$ cat src/shared/uart_ctrl_regs.vh
// Register map, field positions, reset values and timing counts
// Assumes a 32-bit APB slave with one aligned word per register
`ifndef UART_CTRL_REGS_VH
`define UART_CTRL_REGS_VH

// ----------------------------------------------------------------
// Byte addresses
// ----------------------------------------------------------------
`define ADDR_STATUS      8'h00
`define ADDR_CTRL_FIRST  8'h04
`define ADDR_CTRL_SECOND 8'h08
`define ADDR_DATA        8'h0c
`define ADDR_DIVISOR     8'h10
`define ADDR_MODE        8'h14

// ----------------------------------------------------------------
// First control register fields
// ----------------------------------------------------------------
`define C1_GLOBAL_EN  7
`define C1_LEN9       6
`define C1_PARITY_EN  5
`define C1_PARITY_ODD 4
`define C1_STOP_TWO   3
`define C1_BREAK      2
`define C1_RX_NINTH   1
`define C1_TX_NINTH   0

// ----------------------------------------------------------------
// Second control register fields
// ----------------------------------------------------------------
`define C2_TX_EN      7
`define C2_RX_EN      6
`define C2_SPEED_HIGH 5
`define C2_ADDR_DET   4
`define C2_WAKE_EN    3
`define C2_RX_IE      2
`define C2_TX_IDLE_IE 1
`define C2_TX_EMPT_IE 0

// ----------------------------------------------------------------
// Mode register fields
// ----------------------------------------------------------------
`define MODE_UART_SEL 0
`define MODE_IRQ_FLAG 1

// ----------------------------------------------------------------
// Reset values
// ----------------------------------------------------------------
`define RST_CTRL_FIRST  8'h00
`define RST_CTRL_SECOND 8'h00
`define RST_DIVISOR     8'h00
`define RST_STATUS      8'h0b

// ----------------------------------------------------------------
// Timing counts
// ----------------------------------------------------------------
`define OS_PER_BIT      16
`define LOW_SPEED_PRE   2'h3
`define BREAK_BITS      13
`define SAMPLE_FIRST    4'h7
`define SAMPLE_LAST     4'h9
`define BIT_LAST        4'hf

`endif

$ cat src/verilog/uart_baud_gen.v
// Baud rate generator giving a 16x oversample tick
// Assumes clear is held while the line logic is disabled
`timescale 1ns/10ps
`default_nettype none
`include "uart_ctrl_regs.vh"

module uart_baud_gen (
  input  wire       pclk,
  input  wire       presetn,
  input  wire       clk_en,
  input  wire       clear,
  input  wire       speed_high,
  input  wire [7:0] divisor,
  output reg        os_tick
);

  reg [7:0] count;
  reg [1:0] prescale;

  // ----------------------------------------------------------------
  // Divide by N+1, then by 4 more in low speed
  // ----------------------------------------------------------------
  always @(posedge pclk or negedge presetn) begin
    if (!presetn) begin
      count    <= 8'h00;
      prescale <= 2'h0;
      os_tick  <= 1'b0;
    end else if (clk_en) begin
      os_tick <= 1'b0;
      if (clear) begin
        count    <= 8'h00;
        prescale <= 2'h0;
      end else if (count == divisor) begin
        count <= 8'h00;
        if (speed_high || prescale == `LOW_SPEED_PRE) begin
          prescale <= 2'h0;
          os_tick  <= 1'b1;
        end else begin
          prescale <= prescale + 2'h1;
        end
      end else begin
        count <= count + 8'h01;
      end
    end
  end

endmodule
`default_nettype wire

$ cat src/verilog/uart_control_options.v
// UART with control registers, APB slave, transmitter and receiver
// Assumes a 32-bit APB master on pclk and a pad that honours tx_oe
//
// Decided for this implementation: the placing of the registers and the APB slave port.
`timescale 1ns/10ps
`default_nettype none
`include "uart_ctrl_regs.vh"

module uart_control_options (
  input  wire        pclk,
  input  wire        presetn,
  input  wire        clk_en,
  input  wire        psel,
  input  wire        penable,
  input  wire        pwrite,
  input  wire [7:0]  paddr,
  input  wire [31:0] pwdata,
  output wire        pready,
  output reg  [31:0] prdata,
  output wire        pslverr,
  input  wire        hs_clock_off,
  input  wire        rx_in,
  output reg         tx_out,
  output wire        tx_oe,
  output reg         wakeup_request,
  output wire        irq_request
);

  // ----------------------------------------------------------------
  // State codes
  // ----------------------------------------------------------------
  localparam [4:0] T_IDLE  = 5'h01;
  localparam [4:0] T_START = 5'h02;
  localparam [4:0] T_DATA  = 5'h04;
  localparam [4:0] T_STOP  = 5'h08;
  localparam [4:0] T_BREAK = 5'h10;
  localparam [3:0] R_IDLE  = 4'h1;
  localparam [3:0] R_START = 4'h2;
  localparam [3:0] R_DATA  = 4'h4;
  localparam [3:0] R_STOP  = 4'h8;

  // ----------------------------------------------------------------
  // Frame decoding
  // ----------------------------------------------------------------
  // Data bits in a word, parity taking the top slot when enabled
  function [3:0] data_bits;
    input len9;
    input pen;
    begin
      data_bits = (len9 ? 4'h9 : 4'h8) - {3'h0, pen};
    end
  endfunction

  function word_parity;
    input [8:0] w;
    input [3:0] n;
    input       odd;
    begin
      word_parity = ^(w & (9'h1ff >> (4'h9 - n))) ^ odd;
    end
  endfunction

  // ----------------------------------------------------------------
  // Registers
  // ----------------------------------------------------------------
  reg        global_en;
  reg        data_len9;
  reg        parity_en;
  reg        parity_odd;
  reg        stop_two;
  reg        break_req;
  reg        tx_ninth;
  reg        rx_ninth;
  reg        tx_en;
  reg        rx_en;
  reg        speed_high;
  reg        addr_det;
  reg        wake_en;
  reg        rx_ie;
  reg        tx_idle_ie;
  reg        tx_empty_ie;
  reg  [7:0] divisor;
  reg        uart_mode;
  reg        irq_flag;
  reg        parity_err;
  reg        noise;
  reg        framing_err;
  reg        overrun;
  reg        rx_idle;
  reg        rx_avail;
  reg        tx_idle;
  reg        tx_empty;
  reg        status_seen;
  reg  [7:0] rx_data;
  reg  [8:0] tx_buf;

  wire       wr = psel && penable && pwrite;
  wire       rd = psel && penable && !pwrite;
  wire       next_global_en = (wr && paddr == `ADDR_CTRL_FIRST)
                              ? pwdata[`C1_GLOBAL_EN] : global_en;
  wire       active = global_en && uart_mode;
  wire       tx_run = active && tx_en;
  wire       rx_run = active && rx_en;
  wire [3:0] nbits  = data_bits(data_len9, parity_en);
  wire       os_tick;
  wire       data_rd = rd && paddr == `ADDR_DATA && status_seen;
  wire       data_wr = wr && paddr == `ADDR_DATA;

  // ----------------------------------------------------------------
  // APB slave
  // ----------------------------------------------------------------
  wire mapped = paddr == `ADDR_STATUS || paddr == `ADDR_CTRL_FIRST ||
                paddr == `ADDR_CTRL_SECOND || paddr == `ADDR_DATA ||
                paddr == `ADDR_DIVISOR || paddr == `ADDR_MODE;
  assign pready  = 1'b1;
  assign pslverr = psel && penable && !mapped;

  // Read data captured in the setup phase
  always @(posedge pclk or negedge presetn) begin
    if (!presetn) begin
      prdata <= 32'h00000000;
    end else if (clk_en && psel && !penable) begin
      case (paddr)
        `ADDR_STATUS:
          prdata <= {24'h0, parity_err, noise, framing_err, overrun,
                     rx_idle, rx_avail, tx_idle, tx_empty};
        `ADDR_CTRL_FIRST:
          prdata <= {24'h0, global_en, data_len9, parity_en, parity_odd,
                     stop_two, break_req, rx_ninth, 1'b0};
        `ADDR_CTRL_SECOND:
          prdata <= {24'h0, tx_en, rx_en, speed_high, addr_det, wake_en,
                     rx_ie, tx_idle_ie, tx_empty_ie};
        `ADDR_DATA:    prdata <= {24'h0, rx_data};
        `ADDR_DIVISOR: prdata <= {24'h0, divisor};
        `ADDR_MODE:    prdata <= {30'h0, irq_flag, uart_mode};
        default:       prdata <= 32'h00000000;
      endcase
    end
  end

  // ----------------------------------------------------------------
  // Control registers
  // ----------------------------------------------------------------
  always @(posedge pclk or negedge presetn) begin
    if (!presetn) begin
      {global_en, data_len9, parity_en, parity_odd, stop_two,
       break_req} <= 6'h00;
      tx_ninth <= 1'b0;
      {tx_en, rx_en, speed_high, addr_det, wake_en, rx_ie, tx_idle_ie,
       tx_empty_ie} <= `RST_CTRL_SECOND;
      divisor   <= `RST_DIVISOR;
      uart_mode <= 1'b0;
    end else if (clk_en) begin
      if (wr) begin
        case (paddr)
          `ADDR_CTRL_FIRST: begin
            {global_en, data_len9, parity_en, parity_odd, stop_two,
             break_req} <= pwdata[7:2];
            tx_ninth <= pwdata[`C1_TX_NINTH];
          end
          `ADDR_CTRL_SECOND:
            {tx_en, rx_en, speed_high, addr_det, wake_en, rx_ie, tx_idle_ie,
             tx_empty_ie} <= pwdata[7:0];
          `ADDR_DIVISOR: divisor <= pwdata[7:0];
          `ADDR_MODE:    uart_mode <= pwdata[`MODE_UART_SEL];
          default: begin
          end
        endcase
      end
      // Only these bits drop; the rest keep the old setup
      if (!next_global_en) begin
        tx_en     <= 1'b0;
        rx_en     <= 1'b0;
        break_req <= 1'b0;
      end
    end
  end

  // ----------------------------------------------------------------
  // Baud rate generator
  // ----------------------------------------------------------------
  uart_baud_gen baud (
    .pclk       (pclk),
    .presetn    (presetn),
    .clk_en     (clk_en),
    .clear      (!active),
    .speed_high (speed_high),
    .divisor    (divisor),
    .os_tick    (os_tick)
  );

  // ----------------------------------------------------------------
  // Transmitter
  // ----------------------------------------------------------------
  reg [4:0] tx_state;
  reg [3:0] tx_os;
  reg [3:0] tx_bit;
  reg [8:0] tx_shift;
  reg       tx_par;
  reg       tx_second;
  reg [3:0] brk_bits;

  assign tx_oe = tx_run;

  always @(posedge pclk or negedge presetn) begin
    if (!presetn) begin
      tx_state  <= T_IDLE;
      tx_os     <= 4'h0;
      tx_bit    <= 4'h0;
      tx_shift  <= 9'h000;
      tx_par    <= 1'b0;
      tx_second <= 1'b0;
      brk_bits  <= 4'h0;
      tx_out    <= 1'b1;
      tx_buf    <= 9'h000;
      tx_empty  <= 1'b1;
      tx_idle   <= 1'b1;
    end else if (clk_en) begin
      if (data_wr) begin
        tx_buf   <= {tx_ninth & data_len9, pwdata[7:0]};
        tx_empty <= 1'b0;
        tx_idle  <= 1'b0;
      end
      if (!tx_run) begin
        tx_state <= T_IDLE;
        tx_out   <= 1'b1;
        tx_empty <= 1'b1;
        tx_idle  <= 1'b1;
      end else begin
        case (tx_state)
          T_IDLE: begin
            tx_out <= 1'b1;
            tx_os  <= 4'h0;
            if (!tx_empty) begin
              tx_shift <= tx_buf;
              tx_par   <= word_parity(tx_buf, nbits, parity_odd);
              tx_empty <= 1'b1;
              tx_state <= T_START;
            end else if (break_req) begin
              brk_bits <= 4'h0;
              tx_idle  <= 1'b0;
              tx_state <= T_BREAK;
            end else if (!data_wr) begin
              tx_idle <= 1'b1;
            end
          end
          T_START: begin
            tx_out <= 1'b0;
            tx_bit <= 4'h0;
            if (os_tick) begin
              tx_os <= tx_os + 4'h1;
              if (tx_os == `BIT_LAST)
                tx_state <= T_DATA;
            end
          end
          T_DATA: begin
            tx_out <= (parity_en && tx_bit == nbits) ? tx_par : tx_shift[0];
            if (os_tick) begin
              tx_os <= tx_os + 4'h1;
              if (tx_os == `BIT_LAST) begin
                tx_shift <= {1'b0, tx_shift[8:1]};
                tx_bit   <= tx_bit + 4'h1;
                tx_second <= 1'b0;
                // Word bits then the parity slot, if any
                if (tx_bit == nbits - {3'h0, !parity_en})
                  tx_state <= T_STOP;
              end
            end
          end
          T_STOP: begin
            tx_out <= 1'b1;
            if (os_tick) begin
              tx_os <= tx_os + 4'h1;
              if (tx_os == `BIT_LAST) begin
                tx_second <= 1'b1;
                if (!stop_two || tx_second)
                  tx_state <= T_IDLE;
              end
            end
          end
          T_BREAK: begin
            tx_out <= 1'b0;
            if (os_tick) begin
              tx_os <= tx_os + 4'h1;
              if (tx_os == `BIT_LAST && brk_bits != `BREAK_BITS)
                brk_bits <= brk_bits + 4'h1;
            end
            if (brk_bits == `BREAK_BITS && !break_req)
              tx_state <= T_IDLE;
          end
          default: tx_state <= T_IDLE;
        endcase
      end
    end
  end

  // ----------------------------------------------------------------
  // Receive pin conditioning
  // ----------------------------------------------------------------
  reg [2:0] rx_sync;
  reg       rx_level;
  reg       rx_prev;
  wire      rx_fall = rx_prev && !rx_level;

  always @(posedge pclk or negedge presetn) begin
    if (!presetn) begin
      rx_sync        <= 3'h7;
      rx_level       <= 1'b1;
      rx_prev        <= 1'b1;
      wakeup_request <= 1'b0;
    end else if (clk_en) begin
      rx_sync <= {rx_sync[1:0], rx_in};
      if (rx_sync[1] == rx_sync[2])
        rx_level <= rx_sync[2];
      rx_prev        <= rx_level;
      wakeup_request <= rx_fall && wake_en && hs_clock_off;
    end
  end

  // ----------------------------------------------------------------
  // Receiver and its flags
  // ----------------------------------------------------------------
  reg [3:0] rx_state;
  reg [3:0] rx_os;
  reg [3:0] rx_bit;
  reg [8:0] rx_shift;
  reg [2:0] smp;
  wire      maj = (smp[0] & smp[1]) | (smp[1] & smp[2]) | (smp[0] & smp[2]);
  wire      disagree = !(smp == 3'h0 || smp == 3'h7);
  wire [8:0] rx_word = data_len9 ? rx_shift : {1'b0, rx_shift[8:1]};
  wire      addr_bit = rx_word[nbits - 4'h1];
  wire      rx_par_bad = parity_en &&
              (word_parity(rx_word, nbits, parity_odd) != rx_word[nbits]);

  always @(posedge pclk or negedge presetn) begin
    if (!presetn) begin
      rx_state    <= R_IDLE;
      rx_os       <= 4'h0;
      rx_bit      <= 4'h0;
      rx_shift    <= 9'h000;
      smp         <= 3'h7;
      rx_data     <= 8'h00;
      rx_ninth    <= 1'b0;
      rx_idle     <= 1'b1;
      rx_avail    <= 1'b0;
      overrun     <= 1'b0;
      framing_err <= 1'b0;
      parity_err  <= 1'b0;
      noise       <= 1'b0;
      status_seen <= 1'b0;
    end else if (clk_en) begin
      if (rd && paddr == `ADDR_STATUS)
        status_seen <= 1'b1;
      else if (rd && paddr == `ADDR_DATA)
        status_seen <= 1'b0;
      if (data_rd) begin
        rx_avail    <= 1'b0;
        overrun     <= 1'b0;
        framing_err <= 1'b0;
        parity_err  <= 1'b0;
        noise       <= 1'b0;
      end
      if (!rx_run) begin
        rx_state <= R_IDLE;
        rx_idle  <= 1'b1;
        if (!global_en || !rx_en) begin
          rx_avail    <= 1'b0;
          overrun     <= 1'b0;
          framing_err <= 1'b0;
          parity_err  <= 1'b0;
          noise       <= 1'b0;
        end
      end else begin
        case (rx_state)
          R_IDLE: begin
            rx_idle <= 1'b1;
            rx_os   <= 4'h0;
            rx_bit  <= 4'h0;
            if (rx_fall) begin
              rx_idle  <= 1'b0;
              rx_state <= R_START;
            end
          end
          R_START, R_DATA, R_STOP: begin
            if (os_tick) begin
              rx_os <= rx_os + 4'h1;
              if (rx_os >= `SAMPLE_FIRST && rx_os <= `SAMPLE_LAST)
                smp <= {smp[1:0], rx_level};
              if (rx_os == `BIT_LAST) begin
                if (rx_state == R_START) begin
                  rx_state <= maj ? R_IDLE : R_DATA;
                end else if (rx_state == R_DATA) begin
                  rx_shift <= {maj, rx_shift[8:1]};
                  rx_bit   <= rx_bit + 4'h1;
                  if (disagree)
                    noise <= 1'b1;
                  if (rx_bit == (data_len9 ? 4'h8 : 4'h7))
                    rx_state <= R_STOP;
                end else begin
                  rx_state <= R_IDLE;
                  if (addr_det && !addr_bit) begin
                    // Data word while waiting for an address
                  end else if (rx_avail && !data_rd) begin
                    overrun <= 1'b1;
                  end else begin
                    rx_data     <= rx_word[7:0];
                    rx_ninth    <= rx_word[8];
                    rx_avail    <= 1'b1;
                    framing_err <= !maj;
                    parity_err  <= rx_par_bad;
                    noise       <= noise | disagree;
                  end
                end
              end
            end
          end
          default: rx_state <= R_IDLE;
        endcase
      end
    end
  end

  // ----------------------------------------------------------------
  // Shared interrupt request flag, cleared by writing one
  // ----------------------------------------------------------------
  wire irq_set = (rx_ie && (rx_avail || overrun))
               || (tx_idle_ie && tx_idle)
               || (tx_empty_ie && tx_empty)
               || (rx_ie && wakeup_request);

  always @(posedge pclk or negedge presetn) begin
    if (!presetn) begin
      irq_flag <= 1'b0;
    end else if (clk_en) begin
      if (irq_set)
        irq_flag <= 1'b1;
      else if (wr && paddr == `ADDR_MODE && pwdata[`MODE_IRQ_FLAG])
        irq_flag <= 1'b0;
    end
  end

  assign irq_request = irq_flag;

endmodule
`default_nettype wire

$ cat config.mk
export PLATFORM = sky130hd
export DESIGN_NAME = uart_control_options
export DESIGN_NICKNAME = d
export VERILOG_FILES = /design/src/verilog/uart_baud_gen.v /design/src/verilog/uart_control_options.v
export VERILOG_INCLUDE_DIRS = /design/src /design/src/shared
export SDC_FILE = /design/constraint.sdc
export NUM_CORES = 1
export LEC_CHECK = 0
export BUFFER_PORTS_ARGS = -buffer_cell sky130_fd_sc_hd__clkbuf_2
export CAP_MARGIN = 5
export CORE_MARGIN = 2
export CORE_UTILIZATION = 35
export DETAILED_ROUTE_END_ITERATION = 7
export GPL_TIMING_DRIVEN = 1
export PLACE_DENSITY = 0.58
export SETUP_SLACK_MARGIN = 0.4
export SLEW_MARGIN = 40
export SYNTH_ARGS = -nofsm -noshare
export SYNTH_HDL_FRONTEND = slang
export SYNTH_SLANG_ARGS = --single-unit
$ cat constraint.sdc
create_clock -name pclk -period 6.23 [get_ports pclk]
set_input_delay 0.3115 -clock pclk [delete_from_list [all_inputs] [get_ports pclk]]
set_output_delay 0.3115 -clock pclk [all_outputs]
set_load 0.03 [all_outputs]
# Yosys cells after proc, flatten, opt, wreduce, memory -nomap -nowiden
# Cells that the tools add are included.
op_classes:
  add_sub_neg: 11
  magnitude_cmp: 4
  n_eq_ne: 60
  n_shift: 1
  muxes: 145
  bitwise_logic: 16
  reduce_logical: 98
ops:
  columns: ["cell", "n"]
  rows:
  - ["two-way mux 1 bit", 90]
  - ["two-way mux 4 bit", 20]
  - ["two-way mux 5 bit", 12]
  - ["one-hot mux 4 bit (2 select lines)", 6]
  - ["one-hot mux 8 bit (6 select lines)", 1]
  - ["two-way mux 9 bit", 4]
  - ["logical AND 1 bit", 30]
  - ["AND reduction 7 bit", 4]
  - ["one-hot mux 5 bit (5 select lines)", 1]
  - ["inequality test 3 bit, second input constant", 8]
  - ["adder 4 x 1 -> 4 bit, second input constant", 5]
  - ["inequality test 2 bit, second input constant", 10]
  - ["bitwise AND 9 bit", 2]
  - ["inequality test 2 x 1 -> 1 bit, second input constant", 9]
  - ["one-hot mux 9 bit (2 select lines)", 1]
  - ["AND reduction 3 bit", 6]
  - ["XOR reduction 9 bit", 2]
  - ["equality test 4 bit, second input constant", 4]
  - ["equality test 8 x 4 -> 1 bit, second input constant", 2]
  - ["equality test 8 x 5 -> 1 bit, second input constant", 2]
  - ["two-way mux 8 bit", 2]
  - ["nonzero test 2 bit", 8]
  - ["AND reduction 5 bit", 3]
  - ["AND reduction 2 bit", 7]
  - ["other kinds (48)", 96]
totals:
  reg_bits: 154
  input_bits: 48
  output_inout_bits: 38
  elab_cells: 386

# Logic depth before layout (Yosys ltp)
# Gate-level depths: netlist (run 1).
logic_depth:
  depth_word: 17
  ltp_mapped: 11
  depth_no_buf: 8

# Modules after synthesis
# A second synthesis (run 1) with hierarchy kept.
hier_totals:
  hier_cells: 733
  hier_area_um2: 7483.4
modules_own_cells:
  columns: ["module", "n_inst", "cells_each", "area_per_inst_um2", "seq_area_each_um2"]
  rows:
  - ["uart_control_options", 1, 663, 6771.5, 2995.4]
  - ["uart_baud_gen", 1, 70, 711.9, 275.3]

# Worst setup path before layout (run 1)
# No wires, ideal clock.
synth_timing:
  path_kind: "register to register"
  from: "reg data_len9"
  to: "reg tx_state[2]"
  setup_ns: 0.121
  arrival_time_ns: 2.298
  required_time_ns: 6.109
  setup_slack_ns: 3.811
  stages_incl_launch_ff: 10
  n_path_buf: 1
  period_less_slack_ns: 2.419
  cell_sequence: "dfrtp_1 > inv_1 > ha_1 > clkbuf_1 > or4b_2 > o21ai_0 > a31oi_1 > and4bb_2 > o21ai_2 > a22o_1"
synth_via:
  elab_chain_len: 6
synth_rtl:
  columns: ["item", "line", "text"]
  rows:
  - ["start, declared", "uart_control_options.v:67", "reg data_len9;"]
  - ["two-way mux 1 bit", "uart_control_options.v:50", "data_bits = (len9 ? 4'h9 : 4'h8) - {3'h0, pen};"]
  - ["subtractor 4 x 1 -> 4 bit", "uart_control_options.v:50", null]
  - ["subtractor 4 x 1 -> 4 bit", "uart_control_options.v:265", "if (tx_bit == nbits - {3'h0, !parity_en})"]
  - ["equality test 4 bit", "uart_control_options.v:265", null]
  - ["inequality test 3 bit (no source line)", null, null]
  - ["AND reduction 11 bit (no source line)", null, null]
  - ["end signal, assigned", "uart_control_options.v:266", "tx_state <= T_STOP;"]
  - ["end signal, assigned", "uart_control_options.v:277", "tx_state <= T_IDLE;"]
  - ["end signal, assigned", "uart_control_options.v:289", "tx_state <= T_IDLE;"]
  - ["end, declared", "uart_control_options.v:195", "reg [4:0] tx_state;"]
# Every way passes these cells.
# A chain may end at the register's enable or synchronous reset.

# Worst setup path in the final report (run 1)
layout_timing:
  from: "reg data_len9"
  to: "reg parity_err"
layout_via:
  elab_chain_len: 17
  elab_cells_between_ends: 25
  classes_between: "add/sub: 3; eq/ne: 1; shift: 1; mux: 14; bitwise: 2; reduce/logical: 4"
layout_rtl:
  columns: ["item", "line", "text"]
  rows:
  - ["two-way mux 1 bit", "uart_control_options.v:50", null]
  - ["subtractor 4 x 1 -> 4 bit", "uart_control_options.v:50", null]
  - ["subtractor 4 bit", "uart_control_options.v:59", "word_parity = ^(w & (9'h1ff >> (4'h9 - n))) ^ odd;"]
  - [">> shifter 9 x 4 -> 9 bit", "uart_control_options.v:59", null]
  - ["bitwise AND 9 bit", "uart_control_options.v:59", null]
  - ["XOR reduction 9 bit", "uart_control_options.v:59", null]
  - ["bitwise XOR 1 bit", "uart_control_options.v:59", null]
  - ["inequality test 1 bit", "uart_control_options.v:333", "(word_parity(rx_word, nbits, parity_odd) != rx_word[nbits]);"]
  - ["logical AND 1 bit", "uart_control_options.v:332", "wire rx_par_bad = parity_en &&"]
  - ["two-way mux 1 bit", "uart_control_options.v:403", "end else if (rx_avail && !data_rd) begin"]
  - ["two-way mux 1 bit (*)", "uart_control_options.v:401", "if (addr_det && !addr_bit) begin"]
  - ["two-way mux 1 bit (*)", "uart_control_options.v:392", "end else if (rx_state == R_DATA) begin"]
  - ["two-way mux 1 bit (*)", "uart_control_options.v:390", "if (rx_state == R_START) begin"]
  - ["two-way mux 1 bit (*)", "uart_control_options.v:389", "if (rx_os == `BIT_LAST) begin"]
  - ["two-way mux 1 bit (*)", "uart_control_options.v:385", "if (os_tick) begin"]
  - ["two-way mux 1 bit (*)", "uart_control_options.v:374", "case (rx_state)"]
  - ["two-way mux 1 bit (*)", "uart_control_options.v:363", "if (!rx_run) begin"]
  - ["end signal, assigned", "uart_control_options.v:410", "parity_err <= rx_par_bad;"]
  - ["end, declared", "uart_control_options.v:85", "reg parity_err;"]
# Mark *: on every way between the ends. The rest lies on a longest branch, timed or not. The select of a mux whose other input is x is not followed.

==> results.tsv, run 1 <==
stage	metric	value	unit
cells_and_area	flip-flop and latch area	0.003272	mm^2
cells_and_area	# nets final	845	
flow_run	Max-cap violations	0	
cells_and_area	most frequent cells in the layout	dfrtp_1 (115), nand2_1 (66), nor2_1 (60), mux2_2 (49), o21ai_0 (47)	
synthesis	asr flop ratio synth	100.0	%
synthesis	synth top area cells	dfrtp_1 (39%), mux2_2 (7.4%), dfstp_2 (4.9%), xnor2_1 (3.8%), mux2i_1 (3.4%)	
setup_path	CP Capture Type	flop	
clock_tree	Root Buffer	clkbuf_16	
die	core area	0.02096	mm^2
synthesis	post-synthesis register bit count	130	
setup_path	Startpoint Class	flop	
clock_tree	CTS tree	built	
global_routing	largest net degree at the start of global routing	77	
global_routing	GRT Util Overall	16.84	%
placement	GPL Wtd Cong	0.7800	
cells_and_area	fill count	2094	
placement	Port Buffers	36	
clock_tree	number of clock sinks	130	
synthesis	post-synthesis compound-gate area fraction	14.56	%
die	Die Y-Extent	150.1	um
route	initial drt markers	356	
route	DR vias/cell	5.307	
clock_tree	# H-tree levels	4	
route	via count	5684	
synthesis	Mapped Avg Cell Area	9.763	um^2
synthesis	yosys warns	0	
cells_and_area	Area Overhead vs Synth	12.15	%
timing	RSZ-0062 raised after global routing	false	
timing	Max Clk Rate	302.5	MHz
synthesis	dominant register cell in the synthesized netlist	dfrtp_1	
setup_path	CP Max Fanout	25	
timing	# setup viols final	0	
die	# rows	53	
synthesis	main combinational cell family by area after synthesis	simple AND/OR/NAND/NOR gates	
die	full die area	0.02252	mm^2
route	WL per Instance	16.59	um
power_and_ir_drop	worst vdd rail ir drop	0.0001152	V
power_and_ir_drop	Power, Total	1957	uW
global_routing	first-pass GRT wire length	29380	um
status	status	finished clean	
synthesis	Synth Instances	765	
cells_and_area	multi-input gate area in the final layout	0.003880	mm^2
setup_path	Crit Path Category	reg -> reg	
placement	Post-Place Setup Slack	2.937	ns
worst_hold_path	Hold/Removal Path Class	in -> reg	
timing	final period utilization	53.07	%
route	DR pass1 iterations	5	
timing	setup TNS	0	ns
clock_tree	CTS clk-pin slew, worst paths	0.06	ns
clock_tree	Setup Fix Bufs, Post-CTS	0	
global_routing	grt ovf	0	
timing	final-report max-slew violation count	0	
clock_tree	Num CTS Buffers	17	
cells_and_area	Finished Cell Area	0.008376	mm^2
route	Final ANT Viol Nets	0	
cells_and_area	Final Non-Filler Cells	1071	
die	# IOs	86	
timing	Final Hold Fails	0	
global_routing	number of global-route vias before repair	5421	
placement	Placed Area	0.007774	mm^2
timing	Rel. slew slack	46.14	%
placement	dpl cells	1037	
cells_and_area	leading cell type in the layout, fill and taps excluded	dfrtp_1	
route	DRC Markers	0	
timing	fin crit period	3.306	ns
cells_and_area	Ant. Diodes	0	
power_and_ir_drop	Leakage	0.003708	uW
synthesis	Post-synth EDFFs	0	
setup_path	required time of the worst setup path	6.57	ns
synthesis	Synth top area share	38.87	%
timing	Least-Margin Pin Slew	0.8078	ns
global_routing	antenna violations before repair	0	
synthesis	Mapped Area	0.007468	mm^2
setup_path	critical path arrival	3.65	ns
clock_tree	Longest Clk Path Bufs	2	
cells_and_area	layout cell share with drive strength beyond 1	19.72	%
synthesis	post-synthesis xor/xnor area fraction	5.043	%
synthesis	post-synthesis mux area share	11.04	%
synthesis	area leader, netlist	dfrtp_1	
synthesis	simple-gate portion of the synthesized area	17.26	%
die	Starting Density	35.64	%
clock_tree	worst skew pair latency	0.43	ns
placement	HPWL Detailed	12780	um
synthesis	synth unique cells	70	
route	Detailed Route WL	17770	um
synthesis	post-synthesis sequential area ratio	43.79	%
power_and_ir_drop	PD cells	233.7	mW/mm^2
timing	Setup WS post-layout	2.924	ns
timing	Layout Skew	0.009102	ns
die	Die W	150.1	um
synthesis	Post-Synth Adder-Cell Area	2.479	%
## state kept, by name, indices dropped and copies added (netlist names), 2 cells and up
signal / cells
tx_os: 4
brk_bits: 4
smp: 3
rx_os: 4
rx_shift: 9
tx_shift: 9
rx_bit: 4
rx_sync: 3
baud.count: 8
baud.prescale: 2
prdata: 8
rx_data: 8
tx_bit: 4
tx_state: 5
tx_buf: 9
divisor: 8
rx_state: 4
## cell type report
class	count	share of cell area [%]
tap	275	4.108
multi-input combinational	574	46.33
clock buffer	20	5.572
clock inverter	12	1.285
inverter	18	0.8067
sequential	130	39.06
timing repair buffer	42	2.838
## final timing paths
kind,startpoint,cells past startpoint,slack [ns],to
setup / recovery,data_len9,8,2.92,parity_err
hold / removal,rx_in,2,0.12,rx_sync[0]
setup reg to reg,data_len9,8,2.92,parity_err
hold reg to reg,prdata[0],2,0.48,prdata[0]
max in group asynchronous,presetn,3,4.75,data_len9
min in group asynchronous,presetn,2,0.41,tx_shift[4]
## kinds of logic after synthesis
group,Yosys count
compound gates,168
simple gates,248
flops,130
fa+ha+maj,15
xor+xnor,43
mux,75
buf+inv,84
other cells,2
## metal layers
layer | up-vias | part of all wire (%) | track usage, %
li1 | 2748 | - | -
met1 | 2797 | 51 | 24.63
met2 | 121 | 44 | 24.98
met3 | 18 | 3.8 | 2.957
met4 | 0 | 1.4 | 5.896
met5 | - | 0 | 0
## Yosys cell counts (9+ instances only)
cell	n
mux2i_1	25
xor2_1	11
xnor2_1	32
a31oi_1	16
nand2b_1	9
nand2_1	66
ha_1	14
clkbuf_1	32
buf_4	29
a21oi_1	38
o21ai_0	47
nor3_1	20
dfstp_2	14
nand3_1	15
nand4_1	17
inv_1	18
dfrtp_1	116
nor2_1	60
a22o_1	14
and3_1	10
mux2_2	49
## worst max-delay path, cell delays in order (launching register included)
cell       delay (ns)
dfrtp_2          0.71
inv_1            0.21
ha_1             0.64
mux2_2           0.24
a2bb2oi_1        0.19
a31oi_1          0.22
a21oi_2          0.66
nand4_1          0.18
o2bb2ai_1        0.18
## per-stage QoR
step | hold slack [ns] | util (%)
floorplan | 0.01591 | -
global placement | 0.3063 | 37.01
detailed placement | 0.3089 | 37.10
CTS | 0.1101 | 39.89
global route | 0.1121 | 39.97
finish | 0.1207 | 39.97
## repair_timing
item / in CTS / in global routing
hold endpoints to repair: 44 / 0
resized for setup: 0 / 0
hold buffers: 1 / 0
## power by group
part | internal [uW] | total [uW] | switching (uW)
clock network | 580 | 968 | 389
logic | 30.0 | 110 | 80.0
registers | 864 | 879 | 15.1
Power figures use the tool's default switching activity.
==> inputs of run 2 (changes only) <==
==> constraint.sdc (replaced) <==
create_clock -name pclk -period 3.1 [get_ports pclk]
set_input_delay 0.155 -clock pclk [delete_from_list [all_inputs] [get_ports pclk]]
set_output_delay 0.155 -clock pclk [all_outputs]
set_load 0.03 [all_outputs]
==> run 2 against run 1 <==
Via count up 0.40%; sequential share of layout area down 0.47 points; non-clock buffer count up 14; wire length increased by 0.59%; critical path type unchanged; critical endpoint is now tx_state[2]; critical path depth unchanged; setup slack lost 2.4 ns.
==> results.tsv, run 2 (synthesis gave the netlist of run 1 again) <==
stage	metric	value	unit	change
cells_and_area	leading cell type in the layout, fill and taps excluded	dfrtp_1		
cells_and_area	Largest regs	rx_shift (9), tx_buf (9), tx_shift (9)		
cells_and_area	# nets final	859		+1.7%
clock_tree	Root Buffer	clkbuf_16		
clock_tree	# H-tree levels	4		unchanged
setup_path	required time of the worst setup path	3.40	ns	-3.17 ns
placement	HPWL Detailed	13120	um	+2.7%
timing	Final Hold Fails	0		unchanged
setup_path	Startpoint Class	flop		
route	initial drt markers	423		+19%
global_routing	largest net degree at the start of global routing	55		-29%
die	core area	0.02096	mm^2	unchanged
cells_and_area	Ant. Diodes	0		unchanged
die	Starting Density	35.64	%	unchanged
timing	final period utilization	82.65	%	+30 points
die	# IOs	86		unchanged
die	# rows	53		unchanged
route	via count	5707		+0.40%
placement	Port Buffers	36		unchanged
route	Final ANT Viol Nets	0		unchanged
power_and_ir_drop	Leakage	0.003772	uW	+1.7%
die	Die Y-Extent	150.1	um	unchanged
timing	# setup viols final	0		unchanged
placement	Post-Place Setup Slack	0.5548	ns	-2.382 ns
route	Detailed Route WL	17880	um	+0.59%
timing	final-report max-slew violation count	0		unchanged
global_routing	antenna violations before repair	0		unchanged
setup_path	critical path arrival	2.87	ns	-0.78 ns
die	Die W	150.1	um	unchanged
placement	GPL Wtd Cong	0.8217		+5.3%
global_routing	GRT Util Overall	16.72	%	-0.12 points
clock_tree	CTS tree	built		
cells_and_area	fill count	2085		-0.43%
clock_tree	number of clock sinks	130		unchanged
timing	RSZ-0062 raised after global routing	false		
worst_hold_path	Hold/Removal Path Class	in -> reg		
cells_and_area	layout cell share with drive strength beyond 1	20.49	%	+0.77 points
cells_and_area	multi-input gate area in the final layout	0.003859	mm^2	-0.55%
route	DR pass1 iterations	8		+3
cells_and_area	most frequent cells in the layout	dfrtp_1 (116), nand2_1 (66), nor2_1 (60), mux2_2 (49), o21ai_0 (47)		
timing	fin crit period	2.562	ns	-0.7440 ns
timing	Setup WS post-layout	0.5380	ns	-2.386 ns
global_routing	first-pass GRT wire length	29170	um	-0.73%
setup_path	Crit Path Category	reg -> reg		
setup_path	CP Capture Type	flop		
clock_tree	CTS clk-pin slew, worst paths	0.06	ns	about the same
cells_and_area	flip-flop and latch area	0.003271	mm^2	about the same
cells_and_area	Core Util, Final	40.44	%	+0.47 points
status	status	finished clean		
global_routing	grt ovf	0		unchanged
power_and_ir_drop	PD cells	468.9	mW/mm^2	+100%
clock_tree	Num CTS Buffers	17		unchanged
timing	Least-Margin Pin Slew	0.6643	ns	-0.1435 ns
timing	Rel. slew slack	55.37	%	+9.2 points
clock_tree	worst skew pair latency	0.42	ns	about the same
setup_path	CP Max Fanout	10		-60%
global_routing	number of global-route vias before repair	5330		-1.7%
timing	Layout Skew	0.008307	ns	-0.0007950 ns
clock_tree	Longest Clk Path Bufs	2		unchanged
timing	setup TNS	0	ns	unchanged
route	WL per Instance	16.47	um	-0.71%
setup_path	flop2flop setup slack	0.54	ns	-2.39 ns
cells_and_area	Area Overhead vs Synth	13.47	%	
timing	Max Clk Rate	390.3	MHz	+29%
route	DRC Markers	0		unchanged
die	full die area	0.02252	mm^2	unchanged
flow_run	Max-cap violations	0		unchanged
route	DR vias/cell	5.260		-0.89%
power_and_ir_drop	worst vdd rail ir drop	0.0002491	V	+120%
[run 2: cell types whose count changed in the layout (fill, tap and decap cells not counted), moves of 2 or more]
cell	delta
buf_4	+13
dlygate4sd3_1	+2
nor3_1	+2
nor3_2	-2
[run 2: worst paths after layout]
path | startpoint | to | cells past startpoint
worst max-delay path | parity_en | tx_state[2] | 8
worst min-delay path | pwdata[7] | break_req | 3
worst max register to register | parity_en | tx_state[2] | 8
worst min register to register | prdata[1] | prdata[1] | 2
max in group asynchronous | presetn | rx_state[0] | 3
min in group asynchronous | presetn | tx_shift[4] | 2
[run 2: power by group]
group | internal [uW] | switching (uW)
sequential | 1740 | 28.4
combinational | 64.1 | 163
clock | 1220 | 760
[run 2: final cells by class]
| cell class | instances | share of cell area [%] |
|---|---|---|
| Clock buffer | 19 | 5.345 |
| Clock inverter | 13 | 1.609 |
| Timing Repair Buffer | 56 | 4.060 |
| Sequential cell | 130 | 38.59 |
| Inverter | 18 | 0.7973 |
| Multi-Input combinational cell | 574 | 45.53 |
| Tap cell | 275 | 4.060 |
[run 2: routing by layer]
| metal | wire length, um | global-route usage (%) |
|---|---|---|
| met1 | 9018 | 24.33 |
| met2 | 7941 | 24.63 |
| met3 | 674 | 3.750 |
| met4 | 240 | 5.189 |
| met5 | 0 | 0 |
[run 2: timing repair]
item,4_1_cts,5_1_grt
buffers inserted,0,0
resized for setup,0,1
endpoints found under the setup margin,0,6
endpoints found under the hold margin,50,0
hold buffers,3,0
[run 2: critical path, stage by stage, from the launching register on]
cell      delay (ns)
dfrtp_1         0.37
buf_4           0.17
ha_1            0.31
or4b_2          0.63
o21ai_0         0.10
a31oi_1         0.12
and4bb_2        0.37
o21ai_2         0.12
a22o_1          0.25
[run 2: stage by stage]
stage	instances	area [um^2]	hold slack, ns	power (uW)
finish	1085	8474	0.06465	3974
global route	1085	8474	0.08547	4139
CTS	1085	8472	0.05261	4016
detailed placement	1050	7853	0.1516	2018
global placement	1050	7853	0.1505	2016
floorplan	788	7555	-0.1406	1942
==> inputs of run 3 (changes only) <==
--- a/config.mk
+++ b/config.mk
@@ -6,13 +6,14 @@
 export SDC_FILE = /design/constraint.sdc
 export NUM_CORES = 1
 export LEC_CHECK = 0
+export ABC_AREA = 1
 export BUFFER_PORTS_ARGS = -buffer_cell sky130_fd_sc_hd__clkbuf_2
 export CAP_MARGIN = 5
 export CORE_MARGIN = 2
 export CORE_UTILIZATION = 35
 export DETAILED_ROUTE_END_ITERATION = 7
 export GPL_TIMING_DRIVEN = 1
-export PLACE_DENSITY = 0.58
+export PLACE_DENSITY = 0.6
 export SETUP_SLACK_MARGIN = 0.4
 export SLEW_MARGIN = 40
 export SYNTH_ARGS = -nofsm -noshare
==> constraint.sdc (replaced) <==
create_clock -name pclk -period 2.1 [get_ports pclk]
set_input_delay 0.105 -clock pclk [delete_from_list [all_inputs] [get_ports pclk]]
set_output_delay 0.105 -clock pclk [all_outputs]
set_load 0.03 [all_outputs]
==> run 3 against run 2 <==
Via count grew 18%; sequential share of layout area decreased by 5.5 points; non-clock buffer count grew 71; count of clock-buffer cells in the layout rose by 3; sequential power grew 48%; cell count increased by 27%; power increased by 43%; wire length is 15% higher; synthesized area grew 1.6%; hold slack got worse by 0.017 ns; critical endpoint is now tx_state[3].
==> results.tsv, run 3 <==
stage	metric	value	unit	change
status	status	finished clean		
placement	Placed Area	0.008163	mm^2	+4.0%
cells_and_area	Area Overhead vs Synth	30.61	%	
timing	# setup viols final	0		unchanged
clock_tree	Num CTS Buffers	17		unchanged
timing	final-report max-slew violation count	0		unchanged
die	Die Y-Extent	151.3	um	+0.79%
timing	Least-Margin Pin Slew	0.5862	ns	-0.07813 ns
timing	Final Hold Fails	0		unchanged
cells_and_area	Core Util, Final	46.86	%	+6.4 points
global_routing	GRT Util Overall	18.30	%	+1.6 points
placement	GPL Wtd Cong	0.8765		+6.7%
synthesis	asr flop ratio synth	100.0	%	unchanged
power_and_ir_drop	Clock Power Share	47.7	%	-2.2 points
cells_and_area	most frequent cells in the layout	nand2_1 (191), inv_1 (119), dfrtp_1 (110), o21ai_0 (78), buf_4 (71)		
cells_and_area	# nets final	1153		+34%
synthesis	Mapped Area	0.007590	mm^2	+1.6%
clock_tree	# H-tree levels	4		unchanged
power_and_ir_drop	sequential power share	45.6	%	+1.2 points
clock_tree	CTS tree	built		
global_routing	antenna violations before repair	0		unchanged
setup_path	Startpoint Class	flop		
setup_path	Crit Path Category	reg -> reg		
flow_run	Max-cap violations	0		unchanged
clock_tree	number of clock sinks	130		unchanged
synthesis	synth top area cells	dfrtp_1 (38%), nand2_1 (11%), inv_1 (6.8%), o21ai_0 (6.5%), dfstp_2 (4.8%)		
cells_and_area	flip-flop and latch area	0.003278	mm^2	+0.23%
clock_tree	CTS clk-pin slew, worst paths	0.06	ns	about the same
die	Starting Density	35.88	%	+0.24 points
global_routing	largest net degree at the start of global routing	54		-1.8%
cells_and_area	fill count	1995		-4.3%
setup_path	critical path arrival	2.33	ns	-0.54 ns
cells_and_area	Finished Cell Area	0.009913	mm^2	+17%
route	DR pass1 iterations	5		-3
setup_path	crit-path cells	inv_4 > ha_4 > buf_4 > xor2_2 > xor2_1 > nand4_1 > nand2_1 > nand3_2 > nand2_2 > nand2_4 > nand2_2 > o31ai_2		
power_and_ir_drop	worst vdd rail ir drop	0.0005337	V	+110%
route	DRC Markers	0		unchanged
global_routing	grt ovf	0		unchanged
cells_and_area	multi-input gate area in the final layout	0.004189	mm^2	+8.6%
setup_path	required time of the worst setup path	2.40	ns	-1.00 ns
timing	fin crit period	2.033	ns	-0.5291 ns
power_and_ir_drop	Leakage	0.004905	uW	+30%
cells_and_area	Ant. Diodes	0		unchanged
die	core area	0.02115	mm^2	+0.95%
placement	dpl cells	1276		+22%
synthesis	most frequent cell after synthesis	nand2_1		
power_and_ir_drop	Power, Total	5696	uW	+43%
route	Final ANT Viol Nets	0		unchanged
synthesis	Synth Instances	959		+25%
clock_tree	Longest Clk Path Bufs	2		unchanged
synthesis	Mapped Avg Cell Area	7.914	um^2	-19%
die	full die area	0.02288	mm^2	+1.6%
die	Die W	151.3	um	+0.79%
power_and_ir_drop	Sw Share	25.36	%	+1.4 points
placement	Port Buffers	36		unchanged
synthesis	post-synthesis register bit count	130		unchanged
power_and_ir_drop	PD cells	574.6	mW/mm^2	+23%
synthesis	area leader, netlist	dfrtp_1		
route	via count	6726		+18%
power_and_ir_drop	Gate power share	6.7	%	+1.0 points
setup_path	Crit path top cell by count	nand2_2		
worst_hold_path	Hold/Removal Path Class	in -> reg		
setup_path	Buf/Inv on CP	2		+1
timing	Layout Skew	0.006295	ns	-0.002012 ns
timing	final period utilization	96.81	%	+14 points
clock_tree	worst skew pair latency	0.42	ns	about the same
synthesis	Post-synth EDFFs	0		unchanged
synthesis	Synth top area share	38.25	%	-0.62 points
setup_path	CP Capture Type	flop		
synthesis	dominant register cell in the synthesized netlist	dfrtp_1		
synthesis	yosys warns	0		unchanged
power_and_ir_drop	Sw Pwr	1445	uW	+52%
global_routing	first-pass GRT wire length	32440	um	+11%
synthesis	synth unique cells	60		-14%
die	# rows	53		unchanged
route	WL per Instance	14.98	um	-9.1%
cells_and_area	Final Non-Filler Cells	1377		+27%
setup_path	Critical Path Max Stage Delay	0.43	ns	-0.20 ns
route	Detailed Route WL	20630	um	+15%
clock_tree	Root Buffer	clkbuf_16		
route	initial drt markers	432		+2.1%
synthesis	synth cell count leaders	nand2_1 (225), inv_1 (138), dfrtp_1 (116)		
power_and_ir_drop	Int Pwr	4251	uW	+41%
timing	Rel. slew slack	60.62	%	+5.2 points
setup_path	CP Max Fanout	5		-5
timing	RSZ-0062 raised after global routing	true		
cells_and_area	Largest regs	rx_shift (9), tx_buf (9), tx_shift (9)		
placement	HPWL Detailed	13910	um	+6.0%
timing	Max Clk Rate	491.9	MHz	+26%
timing	setup TNS	0	ns	unchanged
cells_and_area	layout cell share with drive strength beyond 1	31.58	%	+11 points
route	DR vias/cell	4.885		-7.1%
setup_path	Worst path slowest cell	dfrtp_2		
global_routing	number of global-route vias before repair	6277		+18%
setup_path	cell class contributing the biggest share of worst-path delay	simple AND/OR/NAND/NOR gates		
cells_and_area	leading cell type in the layout, fill and taps excluded	nand2_1		
synthesis	post-synthesis sequential area ratio	43.09	%	-0.70 points
die	# IOs	86		unchanged
-- run 3: cell count changes after synthesis, moves of 10 or more --
cell / delta
nand2_1: +159
inv_1: +120
o21ai_0: +51
mux2_2: -48
nand3_1: +27
clkbuf_1: -23
xnor2_1: -23
mux2i_1: -16
o22ai_1: +15
a22o_1: -12
a31oi_1: -11
nand2_2: +10
-- run 3: per-layer routing --
metal | up-vias | global-route usage, % | share of wire, %
met2 | 140 | 29.07 | 47
met5 | - | 0 | 0
met3 | 28 | 2.892 | 4.0
met1 | 3198 | 25.43 | 47
met4 | 0 | 6.168 | 2.3
li1 | 3360 | - | -
-- run 3: through the flow --
step / setup WS (ns) / hold WS, ns
floorplan: 0.07427 / -0.1906
global placement: 0.1155 / 0.1045
detailed placement: 0.06714 / 0.1050
CTS: 0.1706 / 0.04043
global route: -0.01827 / 0.05219
finish: 0.06701 / 0.04760
-- run 3: worst register-to-register path: stages, from the launching register on --
cell	delay, ns
dfrtp_2	0.43
inv_4	0.10
ha_4	0.23
buf_4	0.14
xor2_2	0.16
xor2_1	0.19
nand4_1	0.10
nand2_1	0.10
nand3_2	0.12
nand2_2	0.10
nand2_4	0.08
nand2_2	0.10
o31ai_2	0.07
-- run 3: worst paths after layout --
kind                       startpoint     endpoint  slack [ns]  cells after the start
setup / recovery            data_len9  tx_state[3]        0.07                     12
hold / removal              pwdata[1]    tx_buf[1]        0.05                      3
setup reg to reg            data_len9  tx_state[3]        0.07                     12
hold reg to reg            rx_sync[0]   rx_sync[1]        0.48                      2
max in group asynchronous     presetn  tx_state[0]        1.12                      3
min in group asynchronous     presetn  rx_shift[2]        0.23                      2
-- run 3: timing repair --
item	CTS	global route
endpoints found under the setup margin	67	71
buffers inserted	39	20
pin swaps	51	61
gates resized for setup	101	96
cloned	7	1
hold buffers	4	0
endpoints found under the hold margin	44	0
-- run 3: kinds of logic after synthesis --
family	share of synthesized area (%)
compound gates	15.56
flops	43.09
other cells	0.09895
xor+xnor	2.308
fa+ha+maj	2.308
mux	1.335
simple gates	24.12
buf+inv	11.18
-- run 3: area by class of cell --
| type | instances | area share [%] |
|---|---|---|
| well taps | 275 | 3.471 |
| inverters | 147 | 5.856 |
| multi-input cells | 668 | 42.26 |
| flip-flops and latches | 130 | 33.07 |
| clock inverters | 8 | 0.5806 |
| repair buffers | 127 | 9.984 |
| clock buffers | 22 | 4.784 |
-- run 3: power by group through the flow --
stage | Combinational [uW] | Clock [uW] | Sequential (uW)
final | 384 | 2720 | 2600
after global routing | 428 | 2840 | 2600
after CTS | 376 | 2750 | 2590
after detailed placement | 351 | 0 | 2640
after global placement | 347 | 0 | 2640
after floorplan | 227 | 0 | 2640
